[src/hdl/hmc_defines.svh]
// Purpose: Named constants for the halt mode controller.
// Assumes: Included by bare name from the package and the modules.
// Notes:   Definitions only.
`ifndef HMC_DEFINES_SVH
`define HMC_DEFINES_SVH

// ==========================================================
// Widths
`define HMC_AD_W 16
`define HMC_UA_W 6
`define HMC_PRIO_W 3

// ==========================================================
// Reset and idle values
`define HMC_OFF 1'b0
`define HMC_ON 1'b1
`define HMC_OE_N_DRIVE 1'b0
`define HMC_OE_N_FLOAT 1'b1
`define HMC_ACK_N_IDLE 1'b1
`define HMC_RW_READ 1'b1
`define HMC_AD_RST 16'h0000
`define HMC_UA_RST 6'h00

`endif

[src/hdl/hmc_pkg.sv]
// Purpose: Types shared by the halt mode controller files.
// Assumes: hmc_defines.svh supplies widths.
// Notes:   Pin groups travel as packed structs.
`include "hmc_defines.svh"

package hmc_pkg;

    // ======================================================
    // Controller states
    typedef enum logic [1:0] {
        ST_RUN  = 2'b00,
        ST_FILL = 2'b01,
        ST_HALT = 2'b10
    } halt_state_e;

    // ======================================================
    // External bus pin values
    typedef struct packed {
        logic [`HMC_AD_W-1:0] muxed_addr_data_bus;
        logic [`HMC_UA_W-1:0] upper_addr_lines;
        logic low_byte_enable;
        logic high_byte_enable;
        logic rw;
    } bus_pins_s;

    // Output enables, low while driving
    typedef struct packed {
        logic muxed_addr_data_bus;
        logic upper_addr_lines;
        logic byte_enables;
        logic rw;
    } bus_oe_n_s;

endpackage : hmc_pkg

[src/hdl/halt_mode_control.sv]
// Purpose: Halt state control between CPU core and interrupt controller.
// Assumes: One 100 MHz clock, synchronous active-high reset.
// Notes:   CPU clock, prefetch and bus cycles are gated; oscillators and peripheral clock stay on.
`timescale 1ns/1ns
`default_nettype none
`include "hmc_defines.svh"

module halt_mode_control #(
    parameter int PRIO_W = `HMC_PRIO_W
) (
    // Clock and reset
    input wire logic CLK_I,
    input wire logic SRST_I,
    // CPU core
    input wire logic HALT_EXEC_I,
    input wire logic CPU_ON_MAIN_I,
    input wire logic PREFETCH_FULL_I,
    // Interrupt controller
    input wire logic NMI_REQ_I,
    input wire logic MASKABLE_REQ_I,
    input wire logic [PRIO_W-1:0] REQ_PRIO_I,
    input wire logic IN_SERVICE_I,
    input wire logic [PRIO_W-1:0] SERVICE_PRIO_I,
    // Peripheral configuration
    input wire logic SUBCLK_PRESENT_I,
    input wire logic WATCH_ON_MAIN_I,
    input wire logic WDT_INTERVAL_MODE_I,
    // Bus controller side
    input wire logic EXT_MODE_I,
    input wire logic HOLD_REQ_I,
    input wire logic BUS_HOLD_ACK_N_I,
    input wire hmc_pkg::bus_pins_s BUS_PINS_I,
    input wire hmc_pkg::bus_oe_n_s BUS_OE_N_I,
    // Clock gating and status
    output logic CPU_CLK_EN_O,
    output logic PREFETCH_EN_O,
    output logic HALTED_O,
    output logic MAIN_OSC_EN_O,
    output logic SUB_OSC_EN_O,
    output logic PERIPH_CLK_EN_O,
    output logic WATCH_RUN_O,
    output logic WDT_RUN_O,
    output logic WDT_AS_WATCHDOG_O,
    // To interrupt controller and CPU
    output logic INT_ACK_O,
    output logic RESUME_NEXT_O,
    // Bus
    output logic BUS_CYCLE_EN_O,
    output logic BUS_HOLD_ACK_N_O,
    output hmc_pkg::bus_pins_s PINS_O,
    output hmc_pkg::bus_oe_n_s PINS_OE_N_O
);
    import hmc_pkg::*;

    // ======================================================
    // Declarations
    halt_state_e state_r;
    halt_state_e state_nxt;
    logic wake;
    logic higher_prio;
    logic take_ack;
    logic halt_settled;
    logic halting;

    // ======================================================
    // Wake decode
    // A smaller priority code means a more urgent request.
    assign higher_prio = NMI_REQ_I || (REQ_PRIO_I < SERVICE_PRIO_I);

    // Any priority wakes; priority only decides the acknowledge
    assign wake = NMI_REQ_I || MASKABLE_REQ_I;

    // Outside a handler every waking request is taken normally.
    // Inside one, only a more urgent request is acknowledged.
    assign take_ack = !IN_SERVICE_I || higher_prio;

    assign halting = (state_r != ST_RUN);

    // Pins only park once the prefetch queue is full
    assign halt_settled = (state_r == ST_HALT);

    // ======================================================
    // State machine
    always_comb begin
        state_nxt = state_r;
        unique case (state_r)
            ST_RUN: begin
                // Halt is refused while the CPU runs on the subclock
                if (HALT_EXEC_I && CPU_ON_MAIN_I) begin
                    state_nxt = ST_FILL;
                end
            end
            ST_FILL: begin
                if (wake) begin
                    state_nxt = ST_RUN;
                end else if (PREFETCH_FULL_I) begin
                    state_nxt = ST_HALT;
                end
            end
            ST_HALT: begin
                if (wake) begin
                    state_nxt = ST_RUN;
                end
            end
            default: begin
                state_nxt = ST_RUN;
            end
        endcase
    end

    // Reset takes the plain reset path, whatever the state
    always_ff @(posedge CLK_I) begin
        if (SRST_I) begin
            state_r <= ST_RUN;
        end else begin
            state_r <= state_nxt;
        end
    end

    // ======================================================
    // CPU clock gate and prefetch
    // Gating the clock is what keeps CPU registers intact; nothing
    // in the core is reset or reloaded on entry or exit.
    always_ff @(posedge CLK_I) begin
        if (SRST_I) begin
            CPU_CLK_EN_O <= `HMC_ON;
            PREFETCH_EN_O <= `HMC_ON;
            HALTED_O <= `HMC_OFF;
        end else begin
            CPU_CLK_EN_O <= (state_nxt == ST_RUN);
            PREFETCH_EN_O <= (state_nxt != ST_HALT);
            HALTED_O <= (state_nxt != ST_RUN);
        end
    end

    // ======================================================
    // Exit reporting
    // Only one of the two pulses is given per exit; the request
    // that is not acknowledged stays pending at the controller.
    always_ff @(posedge CLK_I) begin
        if (SRST_I) begin
            INT_ACK_O <= `HMC_OFF;
            RESUME_NEXT_O <= `HMC_OFF;
        end else begin
            INT_ACK_O <= halting && wake && take_ack;
            RESUME_NEXT_O <= halting && wake && !take_ack;
        end
    end

    // ======================================================
    // Oscillators and peripherals
    // These never depend on the halt state.
    always_ff @(posedge CLK_I) begin
        if (SRST_I) begin
            MAIN_OSC_EN_O <= `HMC_ON;
            SUB_OSC_EN_O <= `HMC_ON;
            PERIPH_CLK_EN_O <= `HMC_ON;
        end else begin
            MAIN_OSC_EN_O <= `HMC_ON;
            SUB_OSC_EN_O <= `HMC_ON;
            PERIPH_CLK_EN_O <= `HMC_ON;
        end
    end

    // ======================================================
    // Watch timer and watchdog
    always_ff @(posedge CLK_I) begin
        if (SRST_I) begin
            WATCH_RUN_O <= `HMC_ON;
            WDT_RUN_O <= `HMC_ON;
            WDT_AS_WATCHDOG_O <= `HMC_OFF;
        end else if (state_nxt != ST_RUN) begin
            WATCH_RUN_O <= SUBCLK_PRESENT_I || WATCH_ON_MAIN_I;
            WDT_RUN_O <= WDT_INTERVAL_MODE_I;
            WDT_AS_WATCHDOG_O <= `HMC_OFF;
        end else begin
            WATCH_RUN_O <= `HMC_ON;
            WDT_RUN_O <= `HMC_ON;
            WDT_AS_WATCHDOG_O <= !WDT_INTERVAL_MODE_I;
        end
    end

    // ======================================================
    // Bus cycles and hold
    // While parked the hold acknowledge is generated here so that
    // an external master can still take the bus.
    always_ff @(posedge CLK_I) begin
        if (SRST_I) begin
            BUS_CYCLE_EN_O <= `HMC_ON;
            BUS_HOLD_ACK_N_O <= `HMC_ACK_N_IDLE;
        end else if (state_nxt == ST_HALT) begin
            BUS_CYCLE_EN_O <= `HMC_OFF;
            BUS_HOLD_ACK_N_O <= !HOLD_REQ_I;
        end else begin
            BUS_CYCLE_EN_O <= `HMC_ON;
            BUS_HOLD_ACK_N_O <= BUS_HOLD_ACK_N_I;
        end
    end

    // ======================================================
    // Pin stage
    halt_pin_stage u_pins (
        .clk_i(CLK_I),
        .srst_i(SRST_I),
        .halt_settled_i(halt_settled),
        .ext_mode_i(EXT_MODE_I),
        .hold_ack_n_i(BUS_HOLD_ACK_N_O),
        .pins_i(BUS_PINS_I),
        .oe_n_i(BUS_OE_N_I),
        .pins_o(PINS_O),
        .oe_n_o(PINS_OE_N_O)
    );

endmodule : halt_mode_control
`default_nettype wire

[src/hdl/halt_pin_stage.sv]
// Purpose: Output stage for the external bus pins under halt.
// Assumes: Bus controller values are synchronous to clk_i.
// Notes:   Holding is done by not reloading the pin registers.
`timescale 1ns/1ns
`default_nettype none
`include "hmc_defines.svh"

module halt_pin_stage (
    // Clock and reset
    input wire logic clk_i,
    input wire logic srst_i,
    // Controls
    input wire logic halt_settled_i,
    input wire logic ext_mode_i,
    input wire logic hold_ack_n_i,
    // From bus controller
    input wire hmc_pkg::bus_pins_s pins_i,
    input wire hmc_pkg::bus_oe_n_s oe_n_i,
    // To pins
    output hmc_pkg::bus_pins_s pins_o,
    output hmc_pkg::bus_oe_n_s oe_n_o
);
    import hmc_pkg::*;

    logic park;
    logic hold_float;

    assign park = halt_settled_i && ext_mode_i;
    assign hold_float = (hold_ack_n_i == `HMC_OE_N_DRIVE);

    // ======================================================
    // Pin values
    always_ff @(posedge clk_i) begin
        if (srst_i) begin
            pins_o.muxed_addr_data_bus <= `HMC_AD_RST;
            pins_o.upper_addr_lines <= `HMC_UA_RST;
            pins_o.low_byte_enable <= `HMC_OFF;
            pins_o.high_byte_enable <= `HMC_OFF;
            pins_o.rw <= `HMC_RW_READ;
        end else if (park) begin
            // Address and byte enables keep their last value
            pins_o.rw <= `HMC_RW_READ;
        end else begin
            pins_o <= pins_i;
        end
    end

    // ======================================================
    // Output enables
    always_ff @(posedge clk_i) begin
        if (srst_i) begin
            oe_n_o.muxed_addr_data_bus <= `HMC_OE_N_FLOAT;
            oe_n_o.upper_addr_lines <= `HMC_OE_N_FLOAT;
            oe_n_o.byte_enables <= `HMC_OE_N_FLOAT;
            oe_n_o.rw <= `HMC_OE_N_FLOAT;
        end else if (park) begin
            oe_n_o.muxed_addr_data_bus <= `HMC_OE_N_FLOAT;
            oe_n_o.upper_addr_lines <= hold_float;
            oe_n_o.byte_enables <= hold_float;
            oe_n_o.rw <= hold_float;
        end else begin
            oe_n_o <= oe_n_i;
        end
    end

endmodule : halt_pin_stage
`default_nettype wire

[config.mk]
export PLATFORM = sky130hd
export DESIGN_NAME = halt_mode_control
export DESIGN_NICKNAME = d
export VERILOG_FILES = /design/src/hdl/hmc_pkg.sv /design/src/hdl/halt_mode_control.sv /design/src/hdl/halt_pin_stage.sv
export VERILOG_INCLUDE_DIRS = /design/src /design/src/hdl
export SDC_FILE = /design/constraint.sdc
export NUM_CORES = 1
export LEC_CHECK = 0
export BUFFER_PORTS_ARGS = -buffer_cell sky130_fd_sc_hd__buf_2
export CORE_UTILIZATION = 40
export DETAILED_ROUTE_END_ITERATION = 7
export HOLD_SLACK_MARGIN = 0.1
export PLACE_DENSITY = 0.75
export SYNTH_ARGS = -nofsm -noshare
export SYNTH_HDL_FRONTEND = slang
export SYNTH_HIERARCHICAL = 1
export SYNTH_SLANG_ARGS = --single-unit
[constraint.sdc]
create_clock -name CLK_I -period 1.7 [get_ports CLK_I]
set_input_delay 0.17 -clock CLK_I [delete_from_list [all_inputs] [get_ports CLK_I]]
set_output_delay 0.17 -clock CLK_I [all_outputs]
set_load 0.05 [all_outputs]
==> results of run 1 <==
## worst paths after layout
check	from	to	slack (ps)
worst min-delay path	BUS_OE_N_I[2]	u_pins/oe_n_o[2]	120
worst max-delay path	state_r[1]	WATCH_RUN_O	130
worst max register to register	state_r[1]	WATCH_RUN_O	130
worst min register to register	u_pins/pins_o[4]	u_pins/pins_o[4]	460
## cells by family (layout without fill, tap and decap cells)
group                    Yosys count  in the layout  synth area share [%]
buffers and inverters             24            112                  7.84
AO/OA/AOI/OAI                     60             60                  27.0
other                              1              3                 0.224
flip-flops                        40             40                  47.8
AND/OR/NAND/NOR                   45             45                  15.7
adder cells (fa/ha/maj)            2              2                  1.49
## power groups by stage
| stage | sequential, µW | clock, µW | combinational [µW] |
|---|---|---|---|
| floorplan | 1180 | 0 | 130 |
| global placement | 1020 | 0 | 397 |
| detailed placement | 1020 | 0 | 401 |
| CTS | 1000 | 765 | 412 |
| global route | 1010 | 811 | 437 |
| finish | 1000 | 739 | 408 |
## sequential cells by signal, indices dropped and copies added, names as in the netlist
register and count:
WDT_RUN_O 1, WATCH_RUN_O 1, RESUME_NEXT_O 1, BUS_HOLD_ACK_N_O 1, WDT_AS_WATCHDOG_O 1, u_pins/pins_o 25, INT_ACK_O 1, HALTED_O 1
CPU_CLK_EN_O 1, u_pins/oe_n_o 4, PREFETCH_EN_O 1, state_r 2
## cell type report
type	count	area (µm²)	share of cell area (%)
clock buffer	6	72.6	3.16
clock inverter	2	35.0	1.53
inverter	7	26.3	1.15
timing repair buffer	97	538	23.5
multi-input combinational	110	758	33.1
tap	50	62.6	2.73
sequential	40	801	34.9
## through the flow
stage	cells	worst slack (ps)
floorplan	174	205
finish	312	132
detailed placement	298	139
CTS	312	119
global route	312	84.1
global placement	298	141
## worst max-delay path: stages (launching register included)
cell     delay (ps)
dfxtp_1         360
or4b_1          530
o211a_1         170
or4_1           390
## per-layer routing
metal	track usage, %	routed length [µm]	up-vias
met1	17.8	1590	663
met5	0	0	-
met3	4.79	211	5
met4	5.59	48	0
met2	28.2	1700	49
li1	-	-	781
## synthesized netlist by cell type (3+ instances only)
cell type	number	area, µm²
a21oi_1	25	125
dfxtp_1	40	801
buf_4	8	60.1
a21bo_2	24	240
inv_1	7	26.3
buf_2	9	45.0
nand3_1	24	120
or3_1	3	18.8
o31a_1	3	26.3
## timing repair
| item | in CTS | in global routing |
|---|---|---|
| setup buffers | 0 | 0 |
| hold buffers | 6 | 0 |
| endpoints found under the hold margin | 6 | 0 |
==> flow_metrics.tcl, run 1 <==
set metrics [dict create \
    yosysUniqueCellTypes 30 \
    cts-root-buf "clkbuf_8" \
    cts_resized 0 \
    layout_commonest_cell "buf_2" \
    grt_pass1_wl_um 5330 \
    hold_depth 2 \
    dp_hpwl_um 2510 \
    dr.pass1.iters 4 \
    ys_seq_elements 40 \
    post-route-period-util_pct 92.3 \
    cts_tree "built" \
    hold_path_class "in2reg" \
    layout_common_cells "87 x buf_2, 40 x dfxtp_1, 25 x a21oi_1" \
    required_ps 1860 \
    holdWs_ps 116 \
    skew_ps 7.27 \
    grt_pass1_vias 1266 \
    drive_above_1_share_pct 47.7 \
    clk_pin_slew_ps 70 \
    min_period_ps 1570 \
    antenna_found_initial 0 \
    clock-sinks 40 \
    cts_buffers 5 \
    ant_nets 0 \
    die_w_um 66.7 \
    gr-total-overflow 0 \
    yosysSeqAreaShare_pct 47.8 \
    boundaryPins 91 \
    worst-setup-path-type "reg2reg" \
    synth_cells 172 \
    synth_edf_count 0 \
    clk_path_buf_depth 2 \
    total_power_uw 2150 \
    cp_data_arrival_time_ps 1730 \
    setup_viol 0 \
    final_nets 312 \
    track_usage_pct 15.9 \
    synthFlopType "dfxtp_1" \
    intPower_uw 1560 \
    finalHoldViolations 0 \
    ys_warn_count 6 \
    diodes 0 \
    wl_um 3560 \
    syn_area_um2 1680 \
    power.density_nw_per_um2 936 \
    dr_total_vias 1498 \
    postPlaceCellArea_um2 2130 \
    n_fill_cell 387 \
    syn_to_final_growth_pct 36.9 \
    grt_max_degree 38 \
    clk_latency_ps 280 \
    viasPerCell 4.80 \
    die-area_um2 4450 \
    drc 0 \
    maxCapViolations 0 \
    io_buffer_count 87 \
    gp_congestion 0.754 \
    pwr-share-seq_pct 46.6 \
    die_h_um 66.7 \
    start_util_pct 41.9 \
    rsz0062_at_grt "no" \
    pwr-share-clk_pct 34.4 \
    ff2ff_path_depth 3 \
    num_rows 23 \
    slew_headroom_pct 58.4 \
    fin_util_pct 57.3 \
    core_um2 4000 \
    drt_iter0_markers 102 \
    startpoint_type "flop" \
    vdd_drop_max_mv 0.508 \
    combPwrFrac_pct 19.0 \
    async_flop_share_pct 0 \
    crit_fanout 7 \
    finish.instance_area_um2 2290 \
    avgSynthCellArea_um2 9.74 \
    outcome "complete, no violations" \
    fmax_ghz 0.638 \
    end_kind "flop" \
    htreeDepth 2 \
    p_sw_uw 587 \
    avgRoutedWirePerCell_um 11.4 \
    p_leak_uw 0.00108 \
    sw_frac_of_total_pct 27.3 \
    slew_viol_final 0 \
    worst_pin_slew_ps 624 \
    finalSetupTns_ps 0 \
]
(Power assumes the default switching activity.)
==> run 2: changes to the inputs <==
Settings changed: CORE_UTILIZATION 40 to 44, MAX_ROUTING_LAYER from default to met4, PLACE_DENSITY 0.75 to 0.81, SKIP_LAST_GASP from default to 1.
==> flow_metrics.tcl, run 2 (same netlist as run 1, synthesis figures left out) <==
set metrics [dict create \
    crit_fanout 7 \
    sw_frac_of_total_pct 28.6 \
    cpPeakStageDelay_ps 520 \
    die-area_um2 4060 \
    avgRoutedWirePerCell_um 11.7 \
    syn_to_final_growth_pct 35.3 \
    cp_data_arrival_time_ps 1730 \
    post-cts-setup-buffers 0 \
    max_flop_register "u_pins/pins_o" \
    rr_startpoint "state_r[1]" \
    antenna_found_initial 0 \
    rrSetupSlack_ps 120 \
    crit_chain "or4b_1 -> o211a_1 -> or4_1" \
    end_kind "flop" \
    setup_slack_ps 118 \
    drc 0 \
    outcome "complete, no violations" \
    gp_congestion 0.821 \
    layout_commonest_cell "buf_2" \
    viasPerCell 4.92 \
    worst-setup-path-type "reg2reg" \
    startpoint_type "flop" \
    layout_top_registers "u_pins/pins_o x25, u_pins/oe_n_o x4, state_r x2" \
    holdBufCountCts 5 \
    setup_viol 0 \
    die_w_um 63.7 \
    required_ps 1850 \
    holdWs_ps 119 \
    cts-root-buf "clkbuf_8" \
    finish.instance_area_um2 2270 \
    num_rows 22 \
    intPower_uw 1390 \
    finalSetupTns_ps 0 \
    hold_start "BUS_OE_N_I[1]" \
    grt_pass1_wl_um 6090 \
    vdd_drop_max_mv 0.433 \
    dr.pass1.iters 4 \
    grt_max_degree 27 \
    clk_path_buf_depth 2 \
    p_sw_uw 556 \
    core_um2 3660 \
    rsz0062_at_grt "no" \
    ant_nets 0 \
    grt_pass1_vias 1471 \
    dpl.cell_count 298 \
    min_period_ps 1580 \
    worstReg2RegEnd "WATCH_RUN_O" \
    preCtsSetupSlack_ps 129 \
    clk_pin_slew_ps 70 \
    clk_latency_ps 270 \
    htreeDepth 2 \
    hold_path_class "in2reg" \
    final_nets 314 \
    stdcell_count 309 \
    cts_tree "built" \
    die_h_um 63.7 \
    critical-path-slowest-cell "or4b_1" \
    track_usage_pct 19.7 \
    dp_hpwl_um 2680 \
    gr-total-overflow 0 \
    drive_above_1_share_pct 47.9 \
    clock-sinks 40 \
    holdPathEnd "u_pins/oe_n_o[1]" \
    io_buffer_count 87 \
    maxCapViolations 0 \
    cts_buffers 5 \
    hold_depth 2 \
    power.density_nw_per_um2 859 \
    wl_um 3620 \
    slew_viol_final 0 \
    finalHoldViolations 0 \
    skew_ps 2.92 \
    boundaryPins 91 \
    post-route-period-util_pct 93.1 \
    fmax_ghz 0.632 \
    layout_common_cells "87 x buf_2, 40 x dfxtp_1, 25 x a21oi_1" \
    start_util_pct 45.8 \
    largest_register_ffs 25 \
    combPwrFrac_pct 21.1 \
    postPlaceCellArea_um2 2140 \
    pwr-share-seq_pct 51.4 \
    cts_resized 0 \
    dr_total_vias 1520 \
    diodes 0 \
    drt_iter0_markers 52 \
    ff2ff_path_depth 3 \
    p_leak_uw 0.00108 \
    pwr-share-clk_pct 27.5 \
]
-- run 2: changes by cell type in the layout (fill, tap and decap cells not counted), sizes merged --
cell,previous run,this run
bufinv,1,0
clkbuf,6,5
clkinv,1,0
buf,91,93
-- run 2: cell type report --
cell class                      instances  area [µm²]
Fill cell                             355        1390
Sequential cell                        40         801
Multi-Input combinational cell        110         758
Timing Repair Buffer                   99         553
Clock buffer                            5        68.8
Tap cell                               48        60.1
Inverter                                7        26.3
-- run 2: per-layer routing --
layer  vias to the layer above  track usage, %  part of all wire, %
met5                         -               -                    0
met4                         0            8.81                  2.7
met3                         8            5.62                  4.1
met2                        49            35.9                   53
met1                       683            19.1                   40
li1                        780               -                    -
-- run 2: how the worst max path moves through the flow --
stage	startpoint	to	slack (ps)	cells past startpoint
floorplan	state_r[1]	WATCH_RUN_O	200	3
global placement	state_r[1]	WATCH_RUN_O	150	3
detailed placement	state_r[1]	WATCH_RUN_O	130	3
CTS	state_r[1]	WATCH_RUN_O	120	3
global route	state_r[1]	WATCH_RUN_O	10	3
finish	state_r[1]	WATCH_RUN_O	120	3
-- run 2: metrics by stage --
step                utilization, %  power, µW
finish                        61.9       1950
global route                  61.9       2050
CTS                           61.7       1970
detailed placement            58.4       1430
global placement              58.4       1420
floorplan                        -       1310
-- run 2: power groups by stage --
stage	combinational [µW]	clock (µW)	sequential, µW
final	411	536	1000
after global routing	439	609	1000
after CTS	413	560	1000
after detailed placement	404	0	1020
after global placement	397	0	1020
after floorplan	130	0	1180
-- run 2: critical path, delay by kind of cell, from the launching register on --
| family | cells | cell delay [ps] |
|---|---|---|
| AND/OR/NAND/NOR | 2 | 910 |
| flip-flops | 1 | 360 |
| AO/OA/AOI/OAI | 1 | 180 |
